**src/acrb_defs.vh**
```
// Constants of the accelerometer register bank
`ifndef ACRB_DEFS_VH
`define ACRB_DEFS_VH
`define ACRB_A_IDENT 8'h00
`define ACRB_A_FAULT 8'h02
`define ACRB_A_STATUS 8'h03
`define ACRB_A_XL 8'h12
`define ACRB_A_XH 8'h13
`define ACRB_A_YL 8'h14
`define ACRB_A_YH 8'h15
`define ACRB_A_ZL 8'h16
`define ACRB_A_ZH 8'h17
`define ACRB_A_T0 8'h18
`define ACRB_A_T1 8'h19
`define ACRB_A_T2 8'h1a
`define ACRB_A_IRQF 8'h1d
`define ACRB_A_TMPH 8'h22
`define ACRB_A_TMPL 8'h23
`define ACRB_A_CONF 8'h40
`define ACRB_A_RANGE 8'h41
`define ACRB_A_IO1 8'h53
`define ACRB_A_IO2 8'h54
`define ACRB_A_MAP 8'h58
`define ACRB_A_STEST 8'h6d
`define ACRB_A_PSAVE 8'h7c
`define ACRB_A_PEN 8'h7d
`define ACRB_A_RST 8'h7e
`define ACRB_RST_CONF 8'ha8
`define ACRB_RST_RANGE 8'h01
`define ACRB_RST_PSAVE 8'h03
`define ACRB_RST_ZERO 8'h00
`define ACRB_STATUS_FIXED 8'h10
`define ACRB_RESET_CODE 8'hb6
`define ACRB_ERR_NONE 3'h0
`define ACRB_ERR_CONF 3'h1
`define ACRB_CONF_ODR_MIN 4'h5
`define ACRB_CONF_ODR_MAX 4'hc
`define ACRB_CONF_BWP_MAX 3'h2
`define ACRB_RESET_DELAY_NS 1000
`define ACRB_CLK_NS 10
`endif

```
**src/acrb_axis_latch.v**
```verilog
// One axis sample with low-byte-read freeze of the high byte
`timescale 1ns/10ps
module acrb_axis_latch #(
  parameter W = 16
) (
  clk,
  rst,
  load,
  sample,
  lo_read,
  hi_read,
  lo_byte,
  hi_byte
);
  input wire clk;
  input wire rst;
  input wire load;
  input wire [W-1:0] sample;
  input wire lo_read;
  input wire hi_read;
  output wire [7:0] lo_byte;
  output wire [7:0] hi_byte;

  reg [W-1:0] val_q;
  reg [7:0] hi_hold_q;
  reg frozen_q;

  assign lo_byte = val_q[7:0];
  assign hi_byte = frozen_q ? hi_hold_q : val_q[15:8];

  always @(posedge clk)
  begin
    if (rst)
    begin
      val_q <= {W{1'b0}};
      hi_hold_q <= 8'h00;
      frozen_q <= 1'b0;
    end
    else
    begin
      if (load)
        val_q <= sample;
      if (lo_read)
      begin
        frozen_q <= 1'b1;
        hi_hold_q <= val_q[15:8];
      end
      else if (hi_read)
        frozen_q <= 1'b0;
    end
  end
endmodule

```
**src/acrb_bank.v**
```verilog
// Accelerometer register bank top
//
// Behaviour
// - Address 0x00 reads a fixed identity code; writes are ignored.
// - Fault code in bits 4:2; 1 means sampling config holds invalid setting.
// - Fatal flag bit 0 set when the boot_fail input is asserted.
// - Fatal flag cleared only by power-on reset or soft-reset.
// - Status bit 7 set on new sample, cleared by any axis register read.
// - Writing reset code to reset_command resets the bank after a delay.
// - Reading an axis low byte freezes its high byte until read.
// - Interrupt flags bit 7 cleared when that register is read.
// - All registers eight bits wide in an eight-bit address space.
`timescale 1ns/10ps
`include "acrb_defs.vh"
module acrb_bank #(
  // Identity code value is arbitrary
  parameter [7:0] IDENTITY_VALUE = 8'h5a,
  parameter RESET_DELAY_CYC = (`ACRB_RESET_DELAY_NS + `ACRB_CLK_NS - 1) / `ACRB_CLK_NS
) (
  clk,
  rst,
  sel,
  wr,
  rd,
  addr,
  wdata,
  rdata,
  rvalid,
  sample_valid,
  sample_x,
  sample_y,
  sample_z,
  sample_time,
  sample_temp,
  boot_fail,
  sampling_config,
  full_scale_select,
  irq_pin_one_setup,
  irq_pin_two_setup,
  irq_routing,
  selftest_control,
  power_save_config,
  power_enable,
  soft_reset_busy
);
  input wire clk;
  input wire rst;
  input wire sel;
  input wire wr;
  input wire rd;
  input wire [7:0] addr;
  input wire [7:0] wdata;
  output reg [7:0] rdata;
  output reg rvalid;
  input wire sample_valid;
  input wire [15:0] sample_x;
  input wire [15:0] sample_y;
  input wire [15:0] sample_z;
  input wire [23:0] sample_time;
  input wire [10:0] sample_temp;
  input wire boot_fail;
  output reg [7:0] sampling_config;
  output reg [7:0] full_scale_select;
  output reg [7:0] irq_pin_one_setup;
  output reg [7:0] irq_pin_two_setup;
  output reg [7:0] irq_routing;
  output reg [7:0] selftest_control;
  output reg [7:0] power_save_config;
  output reg [7:0] power_enable;
  output reg soft_reset_busy;

  // ****************************************
  // Soft reset sequencing
  // ****************************************
  localparam ST_RUN = 1'b0;
  localparam ST_WAIT = 1'b1;
  localparam CW = 16;

  reg state_q;
  reg [CW-1:0] cnt_q;
  reg soft_rst_q;
  wire rd_acc;
  wire wr_acc;
  wire bank_rst;

  assign rd_acc = sel & rd;
  assign wr_acc = sel & wr;
  assign bank_rst = rst | soft_rst_q;

  always @(posedge clk)
  begin
    if (rst)
    begin
      state_q <= ST_RUN;
      cnt_q <= {CW{1'b0}};
      soft_rst_q <= 1'b0;
      soft_reset_busy <= 1'b0;
    end
    else
    begin
      soft_rst_q <= 1'b0;
      // Busy falls with the edge that applies the defaults, so no write is lost
      if (soft_rst_q)
        soft_reset_busy <= 1'b0;
      case (state_q)
        ST_RUN:
        begin
          if (wr_acc && addr == `ACRB_A_RST && wdata == `ACRB_RESET_CODE)
          begin
            state_q <= ST_WAIT;
            cnt_q <= RESET_DELAY_CYC[CW-1:0];
            soft_reset_busy <= 1'b1;
          end
        end
        ST_WAIT:
        begin
          if (cnt_q <= {{(CW-1){1'b0}}, 1'b1})
          begin
            soft_rst_q <= 1'b1;
            state_q <= ST_RUN;
            cnt_q <= {CW{1'b0}};
          end
          else
            cnt_q <= cnt_q - {{(CW-1){1'b0}}, 1'b1};
        end
        default:
        begin
          state_q <= ST_RUN;
        end
      endcase
    end
  end

  // ****************************************
  // Input synchronisers
  // ****************************************
  reg boot_m_q;
  reg boot_s_q;
  reg sv_m_q;
  reg sv_s_q;
  reg sv_d_q;
  wire new_sample;

  always @(posedge clk)
  begin
    if (rst)
    begin
      boot_m_q <= 1'b0;
      boot_s_q <= 1'b0;
      sv_m_q <= 1'b0;
      sv_s_q <= 1'b0;
      sv_d_q <= 1'b0;
    end
    else
    begin
      boot_m_q <= boot_fail;
      boot_s_q <= boot_m_q;
      sv_m_q <= sample_valid;
      sv_s_q <= sv_m_q;
      sv_d_q <= sv_s_q;
    end
  end

  assign new_sample = sv_s_q & ~sv_d_q;

  // ****************************************
  // Sample data
  // ****************************************
  wire [7:0] xl;
  wire [7:0] xh;
  wire [7:0] yl;
  wire [7:0] yh;
  wire [7:0] zl;
  wire [7:0] zh;
  reg [23:0] time_q;
  reg [10:0] temp_q;

  acrb_axis_latch #(.W(16)) u_x (
    .clk(clk),
    .rst(bank_rst),
    .load(new_sample),
    .sample(sample_x),
    .lo_read(rd_acc && addr == `ACRB_A_XL),
    .hi_read(rd_acc && addr == `ACRB_A_XH),
    .lo_byte(xl),
    .hi_byte(xh)
  );

  acrb_axis_latch #(.W(16)) u_y (
    .clk(clk),
    .rst(bank_rst),
    .load(new_sample),
    .sample(sample_y),
    .lo_read(rd_acc && addr == `ACRB_A_YL),
    .hi_read(rd_acc && addr == `ACRB_A_YH),
    .lo_byte(yl),
    .hi_byte(yh)
  );

  acrb_axis_latch #(.W(16)) u_z (
    .clk(clk),
    .rst(bank_rst),
    .load(new_sample),
    .sample(sample_z),
    .lo_read(rd_acc && addr == `ACRB_A_ZL),
    .hi_read(rd_acc && addr == `ACRB_A_ZH),
    .lo_byte(zl),
    .hi_byte(zh)
  );

  always @(posedge clk)
  begin
    if (bank_rst)
    begin
      time_q <= 24'h000000;
      temp_q <= 11'h000;
    end
    else if (new_sample)
    begin
      time_q <= sample_time;
      temp_q <= sample_temp;
    end
  end

  // ****************************************
  // Flags
  // ****************************************
  reg drdy_q;
  reg irq_drdy_q;
  reg fatal_q;
  wire axis_rd;
  wire conf_bad;

  assign axis_rd = rd_acc && addr >= `ACRB_A_XL && addr <= `ACRB_A_ZH;
  assign conf_bad = ~sampling_config[7] || sampling_config[6:4] > `ACRB_CONF_BWP_MAX ||
    sampling_config[3:0] < `ACRB_CONF_ODR_MIN || sampling_config[3:0] > `ACRB_CONF_ODR_MAX;

  always @(posedge clk)
  begin
    if (bank_rst)
    begin
      drdy_q <= 1'b0;
      irq_drdy_q <= 1'b0;
      fatal_q <= 1'b0;
    end
    else
    begin
      if (new_sample)
        drdy_q <= 1'b1;
      else if (axis_rd)
        drdy_q <= 1'b0;
      if (new_sample)
        irq_drdy_q <= 1'b1;
      else if (rd_acc && addr == `ACRB_A_IRQF)
        irq_drdy_q <= 1'b0;
      if (boot_s_q)
        fatal_q <= 1'b1;
    end
  end

  // ****************************************
  // Configuration registers
  // ****************************************
  always @(posedge clk)
  begin
    if (bank_rst)
    begin
      sampling_config <= `ACRB_RST_CONF;
      full_scale_select <= `ACRB_RST_RANGE;
      irq_pin_one_setup <= `ACRB_RST_ZERO;
      irq_pin_two_setup <= `ACRB_RST_ZERO;
      irq_routing <= `ACRB_RST_ZERO;
      selftest_control <= `ACRB_RST_ZERO;
      power_save_config <= `ACRB_RST_PSAVE;
      power_enable <= `ACRB_RST_ZERO;
    end
    else if (wr_acc)
    begin
      // read-only and reserved writes fall through
      case (addr)
        `ACRB_A_CONF: sampling_config <= wdata;
        `ACRB_A_RANGE: full_scale_select <= wdata;
        `ACRB_A_IO1: irq_pin_one_setup <= wdata;
        `ACRB_A_IO2: irq_pin_two_setup <= wdata;
        `ACRB_A_MAP: irq_routing <= wdata;
        `ACRB_A_STEST: selftest_control <= wdata;
        `ACRB_A_PSAVE: power_save_config <= wdata;
        `ACRB_A_PEN: power_enable <= wdata;
        default: sampling_config <= sampling_config;
      endcase
    end
  end

  // ****************************************
  // Read port
  // ****************************************
  reg [7:0] rd_d;

  always @*
  begin
    rd_d = 8'h00;
    case (addr)
      `ACRB_A_IDENT: rd_d = IDENTITY_VALUE;
      `ACRB_A_FAULT: rd_d = {3'h0, conf_bad ? `ACRB_ERR_CONF : `ACRB_ERR_NONE, 1'b0, fatal_q};
      `ACRB_A_STATUS: rd_d = `ACRB_STATUS_FIXED | {drdy_q, 7'h00};
      `ACRB_A_XL: rd_d = xl;
      `ACRB_A_XH: rd_d = xh;
      `ACRB_A_YL: rd_d = yl;
      `ACRB_A_YH: rd_d = yh;
      `ACRB_A_ZL: rd_d = zl;
      `ACRB_A_ZH: rd_d = zh;
      `ACRB_A_T0: rd_d = time_q[7:0];
      `ACRB_A_T1: rd_d = time_q[15:8];
      `ACRB_A_T2: rd_d = time_q[23:16];
      `ACRB_A_IRQF: rd_d = {irq_drdy_q, 7'h00};
      `ACRB_A_TMPH: rd_d = temp_q[10:3];
      `ACRB_A_TMPL: rd_d = {temp_q[2:0], 5'h00};
      `ACRB_A_CONF: rd_d = sampling_config;
      `ACRB_A_RANGE: rd_d = full_scale_select;
      `ACRB_A_IO1: rd_d = irq_pin_one_setup;
      `ACRB_A_IO2: rd_d = irq_pin_two_setup;
      `ACRB_A_MAP: rd_d = irq_routing;
      `ACRB_A_STEST: rd_d = selftest_control;
      `ACRB_A_PSAVE: rd_d = power_save_config;
      `ACRB_A_PEN: rd_d = power_enable;
      default: rd_d = 8'h00;
    endcase
  end

  always @(posedge clk)
  begin
    if (rst)
    begin
      rdata <= 8'h00;
      rvalid <= 1'b0;
    end
    else
    begin
      rvalid <= rd_acc;
      if (rd_acc)
        rdata <= rd_d;
    end
  end
endmodule

```
**config.mk**
```make
export PLATFORM = sky130hd
export DESIGN_NAME = acrb_bank
export DESIGN_NICKNAME = d
export VERILOG_FILES = /design/src/acrb_axis_latch.v /design/src/acrb_bank.v
export VERILOG_INCLUDE_DIRS = /design/src
export SDC_FILE = /design/constraint.sdc
export NUM_CORES = 1
export LEC_CHECK = 0
export ABC_AREA = 1
export BUFFER_PORTS_ARGS = -buffer_cell sky130_fd_sc_hd__clkbuf_2
export CELL_PAD_IN_SITES_DETAIL_PLACEMENT = 1
export CELL_PAD_IN_SITES_GLOBAL_PLACEMENT = 2
export CORE_UTILIZATION = 33
export DETAILED_ROUTE_END_ITERATION = 10
export GPL_TIMING_DRIVEN = 0
export HOLD_SLACK_MARGIN = 0.15
export PLACE_DENSITY = 0.95
export SLEW_MARGIN = 20
export SYNTH_ARGS = -nofsm -noshare
export SYNTH_HDL_FRONTEND = slang
export SYNTH_SLANG_ARGS = --single-unit
```
**constraint.sdc**
```tcl
create_clock -name clk -period 4 [get_ports clk]
set_input_delay 0.6 -clock clk [delete_from_list [all_inputs] [get_ports clk]]
set_output_delay 0.6 -clock clk [all_outputs]
set_load 0.01 [all_outputs]
```
After elaboration in Yosys (flattened, before gate mapping)
Cells that the tools add are included.
{"block": "word_totals", "regBits": 210, "input_bits": 106}
{"block": "classes", "n_addsub": 1, "n_lt_le_gt_ge": 6, "n_eq_ne": 25, "muxes": 25, "n_bitwise": 7, "reduce_logical": 29}
{"op": "$pmux 8 s23", "n": 1}
{"op": "$eq 8x5->1 const B", "n": 10}
{"op": "$eq 8x7->1 const B", "n": 9}
{"op": "$mux 16", "n": 2}
{"op": "$pmux 16 s2", "n": 1}
{"op": "$mux 8", "n": 3}
{"op": "$mux 1", "n": 17}
{"op": "$eq 8x2->1 const B", "n": 2}
{"op": "$eq 8x6->1 const B", "n": 2}
{"op": "$le 16x1->1 const B", "n": 1}
{"op": "$reduce_and 2->1", "n": 8}
{"op": "$sub 16x1->16 const B", "n": 1}
{"op": "$logic_and 1x1->1", "n": 11}
{"op": "$reduce_bool 2->1", "n": 5}
{"op": "$eq 8x8->1 const B", "n": 1}
{"op": "$ge 8x5->1 const B", "n": 1}
{"op": "$le 8x5->1 const B", "n": 1}
{"op": "$logic_not 8->1", "n": 1}
{"op": "$gt 4x4->1 const B", "n": 1}
{"op": "$lt 4x3->1 const B", "n": 1}
{"op": "$and 1x1->1", "n": 3}
{"op": "$gt 3x2->1 const B", "n": 1}
{"op": "$logic_or 1x1->1", "n": 3}
{"op": "$not 1->1", "n": 3}
{"op": "4 further kinds", "n": 4}

Longest topological paths before layout
Gate-level depths: netlist of the first run.
{"block": "logic_depth", "ltp_word": 6, "mapped_depth": 12}

By module
Synthesis of the first run repeated with hierarchy kept, for this count alone.
{"block": "hier_totals", "cells_unflattened": 1450, "area_unflattened_um2": 9903.2}
{"mod": "acrb_bank", "n_inst": 1, "cells_each": 1030, "area_each_um2": 6847.8, "seq_area_each_um2": 2702.6}
{"mod": "acrb_axis_latch", "n_inst": 3, "cells_each": 140, "area_each_um2": 1018.5, "seq_area_each_um2": 500.5}

Worst setup path after synthesis of the first run
OpenSTA, ideal clock, no wires.
{"block": "synth_path", "kind": "input-to-reg", "start": "input port addr[7]", "end": "register selftest_control[6]", "arrival_time_ps": 1671, "required_ps": 3881, "slack_ps": 2210, "path_stages": 7, "n_path_buf": 1, "cell_sequence": "inv_1 nand2_1 nor2_1 nand3_2 buf_2 o21ai_0 a21oi_1"}
{"block": "synth_between", "elab_chain_cells": 2}
{"element": "start, declared", "line": "acrb_bank.v:51", "rtl": "input wire [7:0] addr;"}
{"element": "$eq 8x7->1", "line": "acrb_bank.v:280", "rtl": "case (addr)"}
{"element": "$reduce_and 2->1 (no line)"}
{"element": "end signal, assigned", "line": "acrb_bank.v:273", "rtl": "selftest_control <= `ACRB_RST_ZERO;"}
{"element": "end signal, assigned", "line": "acrb_bank.v:286", "rtl": "`ACRB_A_STEST: selftest_control <= wdata;"}
{"element": "end, declared", "line": "acrb_bank.v:67", "rtl": "output reg [7:0] selftest_control;"}
No other way between the ends.
A chain may end at the register's enable or synchronous reset.

Worst setup path in the final report of the first run
{"block": "layout_path", "start": "register sv_s_q", "end": "register u_x.val_q[6]"}
{"block": "layout_between", "elab_chain_cells": 1}
{"element": "start, declared", "line": "acrb_bank.v:140", "rtl": "reg sv_s_q;"}
{"element": "start signal, assigned", "line": "acrb_bank.v:159", "rtl": "sv_s_q <= sv_m_q;"}
{"element": "$and 1x1->1", "line": "acrb_bank.v:164", "rtl": "assign new_sample = sv_s_q & ~sv_d_q;"}
{"element": "end signal, assigned", "line": "acrb_axis_latch.v:35", "rtl": "val_q <= {W{1'b0}};"}
{"element": "end signal, assigned", "line": "acrb_axis_latch.v:42", "rtl": "val_q <= sample;"}
{"element": "end, declared", "line": "acrb_axis_latch.v:24", "rtl": "reg [W-1:0] val_q;"}
No other way between the ends.

==> results of run 1 <==
## synth_stat cells
cell | count | area (um2)
nor2_1 | 246 | 923.4
nand2_1 | 238 | 893.4
dfxtp_1 | 210 | 4204
o21ai_0 | 183 | 915.9
nand3_1 | 156 | 780.8
a21oi_1 | 119 | 595.6
inv_1 | 105 | 394.1
clkbuf_1 | 48 | 180.2
buf_2 | 19 | 95.09
nor2_2 | 12 | 75.07
inv_2 | 8 | 30.03
buf_4 | 7 | 52.55
nand4_1 | 7 | 43.79
nor2_4 | 7 | 78.83
nand2_2 | 6 | 37.54
nor3_1 | 4 | 20.02
o211ai_1 | 4 | 30.03
xor2_1 | 4 | 35.03
nand3_2 | 3 | 30.03
o21ai_1 | 3 | 15.01
o21bai_1 | 3 | 22.52
a2bb2oi_1 | 2 | 17.52
ha_1 | 2 | 25.02
o2111ai_1 | 2 | 17.52
a21boi_1 | 1 | 7.510
a31o_2 | 1 | 8.760
and2_0 | 1 | 6.260
buf_6 | 1 | 11.26
clkinv_1 | 1 | 3.750
nor4_2 | 1 | 12.51
o22ai_1 | 1 | 6.260
xnor2_1 | 1 | 8.760
## worst min-delay path by stage
stage,slack (ns),start,end,depth (start not counted)
2_1_floorplan,0.39,boot_m_q$_SDFF_PP0_,boot_s_q$_SDFF_PP0_,2
3_3_place_gp,0.39,sv_m_q$_SDFF_PP0_,sv_s_q$_SDFF_PP0_,2
3_5_place_dp,0.41,sv_m_q$_SDFF_PP0_,sv_s_q$_SDFF_PP0_,2
4_1_cts,0.25,boot_fail,boot_m_q$_SDFF_PP0_,3
5_1_grt,0.28,sample_valid,sv_m_q$_SDFF_PP0_,3
6_report,0.27,boot_fail,boot_m_q$_SDFF_PP0_,3
## sequential cells by signal, indices dropped and copies added (netlist names), 11 cells and up
name       count
u_y.val_q     16
temp_q        11
cnt_q         16
time_q        24
u_z.val_q     16
u_x.val_q     16
## logic make-up after synthesis
group | count (synthesis) | synth area share
buf+inv | 189 | 0.08008
fa+ha+maj | 2 | 0.002612
xor+xnor | 5 | 0.004572
simple gates | 681 | 0.3029
flops | 210 | 0.4389
compound gates | 319 | 0.1709
## final cells by class
type	instances	share of cell area
flip-flops and latches	210	0.3553
clock inverters	15	0.02041
inverters	114	0.03616
plain buffers	75	0.02866
clock buffers	28	0.05551
multi-input cells	1007	0.3893
well taps	384	0.04060
diodes	4	0.0008459
repair buffers	173	0.07317
## power breakdown
| group | internal (mW) | switching, mW | total, mW |
|---|---|---|---|
| sequential | 2.14 | 0.0310 | 2.17 |
| clock | 1.57 | 0.949 | 2.52 |
| combinational | 0.0921 | 0.227 | 0.319 |
## worst reg2reg max path: stages, from the launching register on
cell      delay (ns)
dfxtp_1         0.31
inv_1           0.05
nor2_1          0.75
inv_2           0.30
clkbuf_1        0.28
clkbuf_1        0.37
nor2_1          0.32
nor2_1          0.09
## metrics by stage
step | worst slack (ns) | total power [mW] | util
CTS | 1.469 | 5.026 | 0.4130
global route | 1.212 | 5.148 | 0.4132
finish | 1.435 | 5.008 | 0.4134
global placement | 1.215 | 2.520 | 0.3816
floorplan | 2.210 | 2.364 | -
detailed placement | 1.120 | 2.527 | 0.3816
## routing by layer
metal	wire, um	track usage	vias to the layer above	part of all wire
met5	0	0	-	0
met4	1242	0.09311	0	0.032
met3	2290	0.04234	74	0.058
met2	17940	0.4308	325	0.46
met1	17820	0.3567	5056	0.45
li1	-	-	5007	-
==> flow_summary_export.csv, run 1 <==
group,metric,value,unit
status,status,"completed",
timing,setup_viol,0,
floorplan,die_w,172.4,um
setup_path,setup.worst_path.class,"reg2reg",
cells_and_area,fin_area,0.01183,mm2
place,gp_congestion,0.9431,
floorplan,io_pins,180,
clock_tree,cts_buffers,25,
floorplan,coreArea,0.02863,mm2
clock_tree,clk_latency,0.53,ns
cells_and_area,ff_latch_area,0.004204,mm2
cells_and_area,fillers,3721,
timing,finalCriticalPeriod,2.565,ns
yosys,avgSynthCellArea,6.812,um2
cells_and_area,fin_nets,1714,
timing,max_freq,389.9,MHz
setup_path,worst_r2r_endpoint,"u_x.val_q[6]$_SDFFE_PP0P_",
place,io_buffers,173,
setup_path,crit_fanout,10,
job,cap_violations,0,
grt,antenna_found_initial,3,
detailed_routing,vias,10462,
clock_tree,path_clk_slew,0.06,ns
setup_path,regToRegSetupSlack,1.44,ns
floorplan,die_y,172.4,um
floorplan,rows,62,
setup_path,crit_buf_inv,4,
grt,grt_pass1_wl,59310,um
timing,tns,0,ns
grt,grt_pass1_vias,10356,
timing,fin_skew,0.009412,ns
detailed_routing,drt_drc_violations_left,0,
detailed_routing,first_pass_iters,5,
cells_and_area,instances_no_fill,2010,
floorplan,dieArea,0.02971,mm2
clock_tree,cts_tree,"built",
timing,hold_ws,0.2665,ns
setup_path,cpPeakStageDelay,0.75,ns
detailed_routing,drt-total-wl,39300,um
clock_tree,post_cts_resized,0,
detailed_routing,vias_per_cell,5.205,
setup_path,r2r-start,"sv_s_q$_SDFF_PP0_",
setup_path,cpMostUsedCell,"nor2_1",
yosys,syn-cell-area,0.009578,mm2
clock_tree,post-cts-setup-buffer-count,0,
grt,grt_max_degree,14,
floorplan,start_util,0.3346,
setup_path,cp.arrival,2.98,ns
setup_path,startpoint,"sv_s_q$_SDFF_PP0_",
power,p_per_area,423.2,mW/mm2
detailed_routing,ant_nets,0,
yosys,ys_warn_count,0,
yosys,syn_inst,1406,
power,leakagePower,5.171,nW
setup_path,worst_ep_required_time,4.42,ns
detailed_routing,drt_iter0_markers,768,
place,post-place-cells,1963,
cells_and_area,layout_commonest_cell,"nor2_1",
clock_tree,ctsHoldBuffers,0,
power,max-vdd-ir-drop,0.2748,mV
cells_and_area,area_growth,23.54,%
worst_hold_path,min_path_type,"in2reg",
setup_path,cp_cell_sequence,"inv_1, nor2_1, inv_2, clkbuf_1, clkbuf_1, nor2_1, nor2_1",
clock_tree,clock_sinks,210,
timing,worst_pin_slew,1.008,ns
setup_path,crit_cells,7,
setup_path,crit_end,"u_x.val_q[6]$_SDFFE_PP0P_",
yosys,syn-num-nets,1514,
timing,hold_violations,0,
yosys,yosysSeqAreaShare,0.4389,
setup_path,crit_path_top_delay_cell,"nor2_1",
setup_path,r2r_cells,7,
grt,overflow,0,
timing,relSlewSlack,0.3258,
cells_and_area,layout.cells.most_common_list,"nor2_1, nand2_1, dfxtp_1",
place,hpwl,30080,um
clock_tree,clockBufferDepth,3,
clock_tree,cts.htree.levels,1,
yosys,synth_cell_type_count,32,
detailed_routing,wire_per_inst,19.55,um
place,placed_area,0.01092,mm2
grt,grt_usage,0.2661,
setup_path,crit_family,"simple AND/OR/NAND/NOR gates",
timing,maxSlewViolCount,0,
cells_and_area,drive_gt1_frac,0.1726,
timing,min_period_over_period,0.6411,
cells_and_area,multi_input_area,0.004607,mm2
setup_path,end_kind,"flop",
clock_tree,root_buffer,"clkbuf_16",
setup_path,startpoint_type,"flop",
timing,rsz0062_at_grt,"no",
yosys,ys_ff_latch,210,
No activity file was read; power rests on OpenSTA's default activity.
==> run 2, diff against run 1 <==
--- a/config.mk
+++ b/config.mk
@@ -10,11 +10,11 @@
 export BUFFER_PORTS_ARGS = -buffer_cell sky130_fd_sc_hd__clkbuf_2
 export CELL_PAD_IN_SITES_DETAIL_PLACEMENT = 1
 export CELL_PAD_IN_SITES_GLOBAL_PLACEMENT = 2
-export CORE_UTILIZATION = 33
+export CORE_UTILIZATION = 30
 export DETAILED_ROUTE_END_ITERATION = 10
 export GPL_TIMING_DRIVEN = 0
 export HOLD_SLACK_MARGIN = 0.15
-export PLACE_DENSITY = 0.95
+export PLACE_DENSITY = 0.88
 export SLEW_MARGIN = 20
 export SYNTH_ARGS = -nofsm -noshare
 export SYNTH_HDL_FRONTEND = slang
==> constraint.sdc (replaced) <==
create_clock -name clk -period 2.4 [get_ports clk]
set_input_delay 0.36 -clock clk [delete_from_list [all_inputs] [get_ports clk]]
set_output_delay 0.36 -clock clk [all_outputs]
set_load 0.01 [all_outputs]
==> run 2 against run 1 <==
Clock power grew 54%. Critical path depth unchanged. Cell area increased by 6.3%. Die area is 9.9% higher.
==> flow_summary_export.csv, run 2 (synthesis results as in run 1) <==
group,metric,value,unit
setup_path,cp_cell_sequence,"inv_1, nor2_2, inv_2, clkbuf_1, clkbuf_1, nor2_1, nor2_1",
floorplan,die_w,180.7,um
detailed_routing,vias,10668,
power,p_int,6.131,mW
setup_path,end_kind,"flop",
timing,fin_skew,0.008342,ns
grt,grt_usage,0.2527,
setup_path,startpoint_type,"flop",
timing,finalCriticalPeriod,2.234,ns
setup_path,setup.worst_path.class,"reg2reg",
job,cap_violations,0,
floorplan,coreArea,0.03147,mm2
worst_hold_path,min_path_type,"in2reg",
power,max-vdd-ir-drop,0.4154,mV
power,comb_power_share,0.078,
timing,rsz0062_at_grt,"no",
setup_path,worst_ep_required_time,2.81,ns
floorplan,start_util,0.3043,
cells_and_area,largest_reg_flops,24,
clock_tree,cts_tree,"built",
detailed_routing,first_pass_iters,6,
setup_path,cpPeakStageDelay,0.50,ns
timing,setup_viol,0,
cells_and_area,drive_gt1_frac,0.1644,
floorplan,die_y,180.7,um
setup_path,crit_fanout,10,
timing,worst_pin_slew,0.7482,ns
power,p_clk_frac,0.476,
detailed_routing,drt-total-wl,41580,um
detailed_routing,drt_iter0_markers,682,
grt,overflow,0,
timing,min_period_over_period,0.9310,
grt,grt_pass1_vias,10888,
place,hpwl,31150,um
setup_path,r2r_cells,7,
clock_tree,clockBufferDepth,3,
clock_tree,cts_buffers,25,
place,placed_area,0.01095,mm2
power,pwr-share-seq,0.445,
floorplan,dieArea,0.03265,mm2
cells_and_area,area_growth,31.35,%
detailed_routing,drt_drc_violations_left,0,
clock_tree,clock_sinks,210,
floorplan,io_pins,180,
detailed_routing,ant_nets,0,
clock_tree,path_clk_slew,0.06,ns
cells_and_area,layout.cells.most_common_list,"nor2_1, nand2_1, dfxtp_1",
floorplan,rows,65,
cells_and_area,fin_nets,1793,
timing,maxSlewViolCount,0,
clock_tree,root_buffer,"clkbuf_16",
timing,max_freq,447.6,MHz
timing,hold_violations,0,
grt,antenna_found_initial,6,
detailed_routing,vias_per_cell,5.056,
place,gp_congestion,0.9602,
cells_and_area,fin_area,0.01258,mm2
setup_path,crit_path_top_delay_cell,"nor2_2",
power,p_switching,2.002,mW
timing,setup_slack,0.1656,ns
setup_path,r2r-start,"sv_s_q$_SDFF_PP0_",
setup_path,crit_buf_inv,4,
power,swShare,0.2462,
worst_hold_path,min_from,"sample_x[15]",
setup_path,crit_family,"simple AND/OR/NAND/NOR gates",
timing,relSlewSlack,0.5012,
power,leakagePower,5.463,nW
grt,grt_pass1_wl,63450,um
place,dp_slack,-0.2310,ns
setup_path,cp.arrival,2.64,ns
status,status,"completed",
clock_tree,cts.htree.levels,1,
setup_path,crit_cells,7,
clock_tree,clk_latency,0.52,ns
power,p_per_area,646.5,mW/mm2
cells_and_area,regMostFlops,"time_q",
cells_and_area,layout_commonest_cell,"nor2_1",
detailed_routing,wire_per_inst,19.71,um
grt,grt_max_degree,13,
cells_and_area,fillers,4011,
place,io_buffers,173,
setup_path,startpoint,"sv_s_q$_SDFF_PP0_",
worst_hold_path,hold_path_depth,3,
-- run 2: cell count changes in the layout (fill, tap and decap cells not counted), sizes merged --
cell	before	now
diode	4	5
clkinv	7	8
bufinv	6	3
clkbuf	249	254
clkinvlp	1	2
inv	115	113
dlygate4sd3	0	79
-- run 2: metrics by stage --
step | util | TNS, ns | hold slack, ns | std cells | total power, mW
floorplan | - | 0 | 0.3883 | 1406 | 3.940
global route | 0.3996 | 0 | 0.1913 | 2109 | 8.403
detailed placement | 0.3478 | -7.346 | 0.4042 | 1981 | 4.215
CTS | 0.3992 | 0 | 0.1535 | 2105 | 8.186
finish | 0.3997 | 0 | 0.1724 | 2110 | 8.133
global placement | 0.3478 | -4.954 | 0.3937 | 1981 | 4.204
-- run 2: layout make-up --
type	count	area, um2	share of cell area
inverter	114	427.9	0.03401
antenna	5	12.51	0.0009945
buffer	75	339.1	0.02695
sequential	210	4204	0.3342
tap	402	503.0	0.03998
timing repair buffer	252	1657	0.1317
multi-input combinational	1007	4612	0.3666
clock inverter	12	140.1	0.01114
clock buffer	33	685.7	0.05450
-- run 2: per-layer routing --
layer / part of all wire / GRT usage / up-vias
met3: 0.061 / 0.04285 / 64
met1: 0.45 / 0.3334 / 5117
met5: 0.00041 / 0 / -
met4: 0.028 / 0.09231 / 2
li1: - / - / 5168
met2: 0.46 / 0.4124 / 317
-- run 2: repair_timing --
item	CTS	global route
buffers inserted	0	0
hold endpoints to repair	79	0
resized for setup	1	1
setup endpoints to repair	5	18
hold buffers	79	0
-- run 2: power groups by stage --
| stage | combinational (mW) | clock, mW | sequential, mW |
|---|---|---|---|
| 6_report | 0.637 | 3.88 | 3.62 |
| 5_1_grt | 0.696 | 4.08 | 3.63 |
| 4_1_cts | 0.625 | 3.94 | 3.62 |
| 3_5_place_dp | 0.520 | 0 | 3.69 |
| 3_3_place_gp | 0.512 | 0 | 3.69 |
| 2_1_floorplan | 0.267 | 0 | 3.67 |
-- run 2: worst min-delay path, delay by kind of cell --
kind,cells,cell delay [ns]
compound gates,2,0.19
buf+inv,1,0.11
-- run 2: final timing paths --
| check | end | slack [ns] |
|---|---|---|
| setup reg to reg | u_x.val_q[4]$_SDFFE_PP0P_ | 0.17 |
| hold / removal | u_x.val_q[15]$_SDFFE_PP0P_ | 0.17 |
| hold reg to reg | sv_s_q$_SDFF_PP0_ | 0.41 |
| setup / recovery | u_x.val_q[4]$_SDFFE_PP0P_ | 0.17 |
==> run 3, diff against run 2 <==
--- a/config.mk
+++ b/config.mk
@@ -6,15 +6,14 @@
 export SDC_FILE = /design/constraint.sdc
 export NUM_CORES = 1
 export LEC_CHECK = 0
-export ABC_AREA = 1
 export BUFFER_PORTS_ARGS = -buffer_cell sky130_fd_sc_hd__clkbuf_2
 export CELL_PAD_IN_SITES_DETAIL_PLACEMENT = 1
 export CELL_PAD_IN_SITES_GLOBAL_PLACEMENT = 2
-export CORE_UTILIZATION = 30
+export CORE_UTILIZATION = 33
 export DETAILED_ROUTE_END_ITERATION = 10
 export GPL_TIMING_DRIVEN = 0
 export HOLD_SLACK_MARGIN = 0.15
-export PLACE_DENSITY = 0.88
+export PLACE_DENSITY = 0.9
 export SLEW_MARGIN = 20
 export SYNTH_ARGS = -nofsm -noshare
 export SYNTH_HDL_FRONTEND = slang
==> run 3 against run 2 <==
The flow now finishes with violations (setup timing). First-iteration DRC count increased by 20%. Clock skew increased by 0.0035 ns. Routed wire length increased by 3.4%. Critical endpoint is now rdata[3]$_SDFFE_PP0P_. Largest cell class unchanged. Highest routed layer is now met4.
==> flow_summary_export.csv, run 3 <==
group,metric,value,unit
cells_and_area,multi_input_area,0.005124,mm2
place,gp_congestion,0.9634,
timing,maxSlewViolCount,0,
floorplan,rows,62,
clock_tree,clk_latency,0.54,ns
yosys,avgSynthCellArea,8.168,um2
clock_tree,cts_tree,"built",
setup_path,r2r-start,"soft_rst_q$_SDFF_PP0_",
yosys,yosysSeqAreaShare,0.4333,
floorplan,start_util,0.3371,
detailed_routing,wire_per_inst,23.03,um
detailed_routing,drt_iter0_markers,820,
yosys,synthTopCellsByCount,"nand2_1, dfxtp_1, a21oi_1",
yosys,ys_warn_count,0,
yosys,ys_ff_latch,210,
cells_and_area,largest_reg_flops,24,
cells_and_area,area_growth,31.01,%
grt,grt_max_degree,13,
timing,hold_violations,0,
yosys,synthTopCellsByArea,"dfxtp_1, nand2_1, mux2i_1",
detailed_routing,ant_nets,0,
clock_tree,cts_buffers,25,
detailed_routing,vias,10241,
grt,grt_usage,0.2803,
timing,setup_slack,-0.01775,ns
job,cap_violations,0,
power,p_per_area,630.4,mW/mm2
yosys,synth.largest_area_cell,"dfxtp_1",
floorplan,coreArea,0.02878,mm2
timing,relSlewSlack,0.3393,
worst_hold_path,min_path_type,"in2reg",
yosys,synth_edf_count,0,
setup_path,setup.worst_path.class,"in2reg",
timing,fin_skew,0.01183,ns
cells_and_area,fillers,3487,
timing,worst_pin_slew,0.9829,ns
setup_path,startpoint,"addr[3]",
setup_path,crit_fanout,10,
yosys,synth_top_area_frac,0.4333,
cells_and_area,drive_gt1_frac,0.1767,
clock_tree,cts.htree.levels,1,
yosys,syn-num-nets,1296,
yosys,synthArstFlopShare,0,
yosys,synthMostInstantiatedCell,"nand2_1",
place,io_buffers,169,
setup_path,worst_ep_required_time,2.84,ns
setup_path,startpoint_type,"primary input",
yosys,synth_cell_type_count,72,
cells_and_area,regMostFlops,"time_q",
yosys,syn-cell-area,0.009703,mm2
clock_tree,clockBufferDepth,3,
timing,finalCriticalPeriod,2.418,ns
timing,rsz0062_at_grt,"no",
cells_and_area,fin_nets,1575,
timing,tns,-0.01775,ns
setup_path,end_kind,"flop",
setup_path,cp.arrival,2.86,ns
timing,max_freq,413.6,MHz
cells_and_area,instances_no_fill,1867,
place,placed_area,0.01104,mm2
timing,setup_viol,1,
clock_tree,post-cts-setup-buffer-count,0,
cells_and_area,antenna_cells,0,
yosys,syn_inst,1188,
floorplan,die_w,173.5,um
clock_tree,clock_sinks,210,
floorplan,io_pins,180,
power,max-vdd-ir-drop,0.4811,mV
place,dp_slack,-0.9606,ns
worst_hold_path,min_from,"wdata[4]",
status,status,"finished, violations left",
cells_and_area,ff_latch_area,0.004204,mm2
yosys,synthFlopType,"dfxtp_1",
clock_tree,root_buffer,"clkbuf_16",
grt,antenna_found_initial,0,
detailed_routing,drt-total-wl,43000,um
power,leakagePower,4.882,nW
clock_tree,path_clk_slew,0.06,ns
floorplan,dieArea,0.03009,mm2
detailed_routing,drt_drc_violations_left,0,
grt,overflow,0,
place,post-place-cells,1741,
status,violations,"setup timing",
grt,grt_pass1_wl,64140,um
cells_and_area,fin_area,0.01271,mm2
cells_and_area,layout.cells.most_common_list,"nand2_1, dfxtp_1, clkbuf_2",
detailed_routing,first_pass_iters,5,
timing,min_period_over_period,1.007,
floorplan,die_y,173.5,um
grt,grt_pass1_vias,10567,
detailed_routing,vias_per_cell,5.485,
cells_and_area,layout_commonest_cell,"nand2_1",
place,hpwl,31210,um
power,finalPower,8.013,mW
run 3: changes by cell type in the layout (fill, tap and decap cells not counted), moves of 11 or more:
cell      delta
a21oi_1     +20
a22oi_1     +12
clkbuf_1    +21
inv_1       -96
mux2_2      +11
mux2i_1     +83
nand2_1     +24
nand3_1    -103
nor2_1     -161
nor2_2      -13
nor2b_1     +12
nor3_1      +14
o21ai_0    -164
run 3: cell families (layout without fill, tap and decap cells):
logic type | count (synthesis) | in the layout | synth area share
xor gates and xnor gates | 3 | 3 | 0.002708
and+or+nand+nor | 511 | 511 | 0.2484
buffers and inverters | 104 | 399 | 0.04294
adders and majority gates | 2 | 2 | 0.002579
AOI/OAI and AO/OA | 264 | 264 | 0.1718
muxes | 94 | 94 | 0.09839
DFF | 210 | 210 | 0.4333
run 3: power by group:
group / total (mW) / switching, mW / internal [mW] / leakage [nW]
clock network: 3.72 / 1.55 / 2.17 / 0.382
logic: 0.703 / 0.435 / 0.267 / 2.80
registers: 3.59 / 0.0490 / 3.54 / 1.70
run 3: worst paths after layout:
path	to	slack [ns]	cells after the start
hold reg to reg	sv_s_q$_SDFF_PP0_	0.43	1
setup reg to reg	temp_q[0]$_SDFFE_PP0P_	0.14	4
setup / recovery	rdata[3]$_SDFFE_PP0P_	-0.02	8
hold / removal	full_scale_select[4]$_SDFFE_PP0P_	0.31	3
run 3: through the flow:
step / hold WS, ns / utilization
floorplan: 0.4114 / -
global placement: 0.4191 / 0.3832
detailed placement: 0.4236 / 0.3834
CTS: 0.3039 / 0.4410
global route: 0.3408 / 0.4417
finish: 0.3110 / 0.4417
run 3: routing by layer:
layer  global-route usage  part of all wire
met5                    0                 0
met4              0.07743             0.026
met3              0.04868             0.062
met2               0.4762              0.47
met1               0.3638              0.44
run 3: final cells by class:
| type | instances | area share |
|---|---|---|
| Tap cell | 384 | 0.03780 |
| Inverter | 9 | 0.002657 |
| Sequential cell | 210 | 0.3307 |
| Buffer | 93 | 0.03022 |
| Timing Repair Buffer | 254 | 0.1335 |
| Multi-Input combinational cell | 874 | 0.4031 |
| Clock buffer | 36 | 0.05640 |
| Clock inverter | 7 | 0.005709 |
run 3: what timing repair did:
action	in CTS	in global routing
resized for setup	7	9
endpoints found under the hold margin	85	0
pin swaps	0	0
setup endpoints to repair	59	24
hold buffers	85	0
gates cloned	0	0
run 3: worst max-delay path, stage by stage:
cell,delay [ns]
clkbuf_2,0.12
buf_2,0.26
nor2b_2,0.52
clkbuf_1,0.53
a22oi_1,0.14
o31ai_1,0.40
o21ai_0,0.22
a311oi_1,0.30
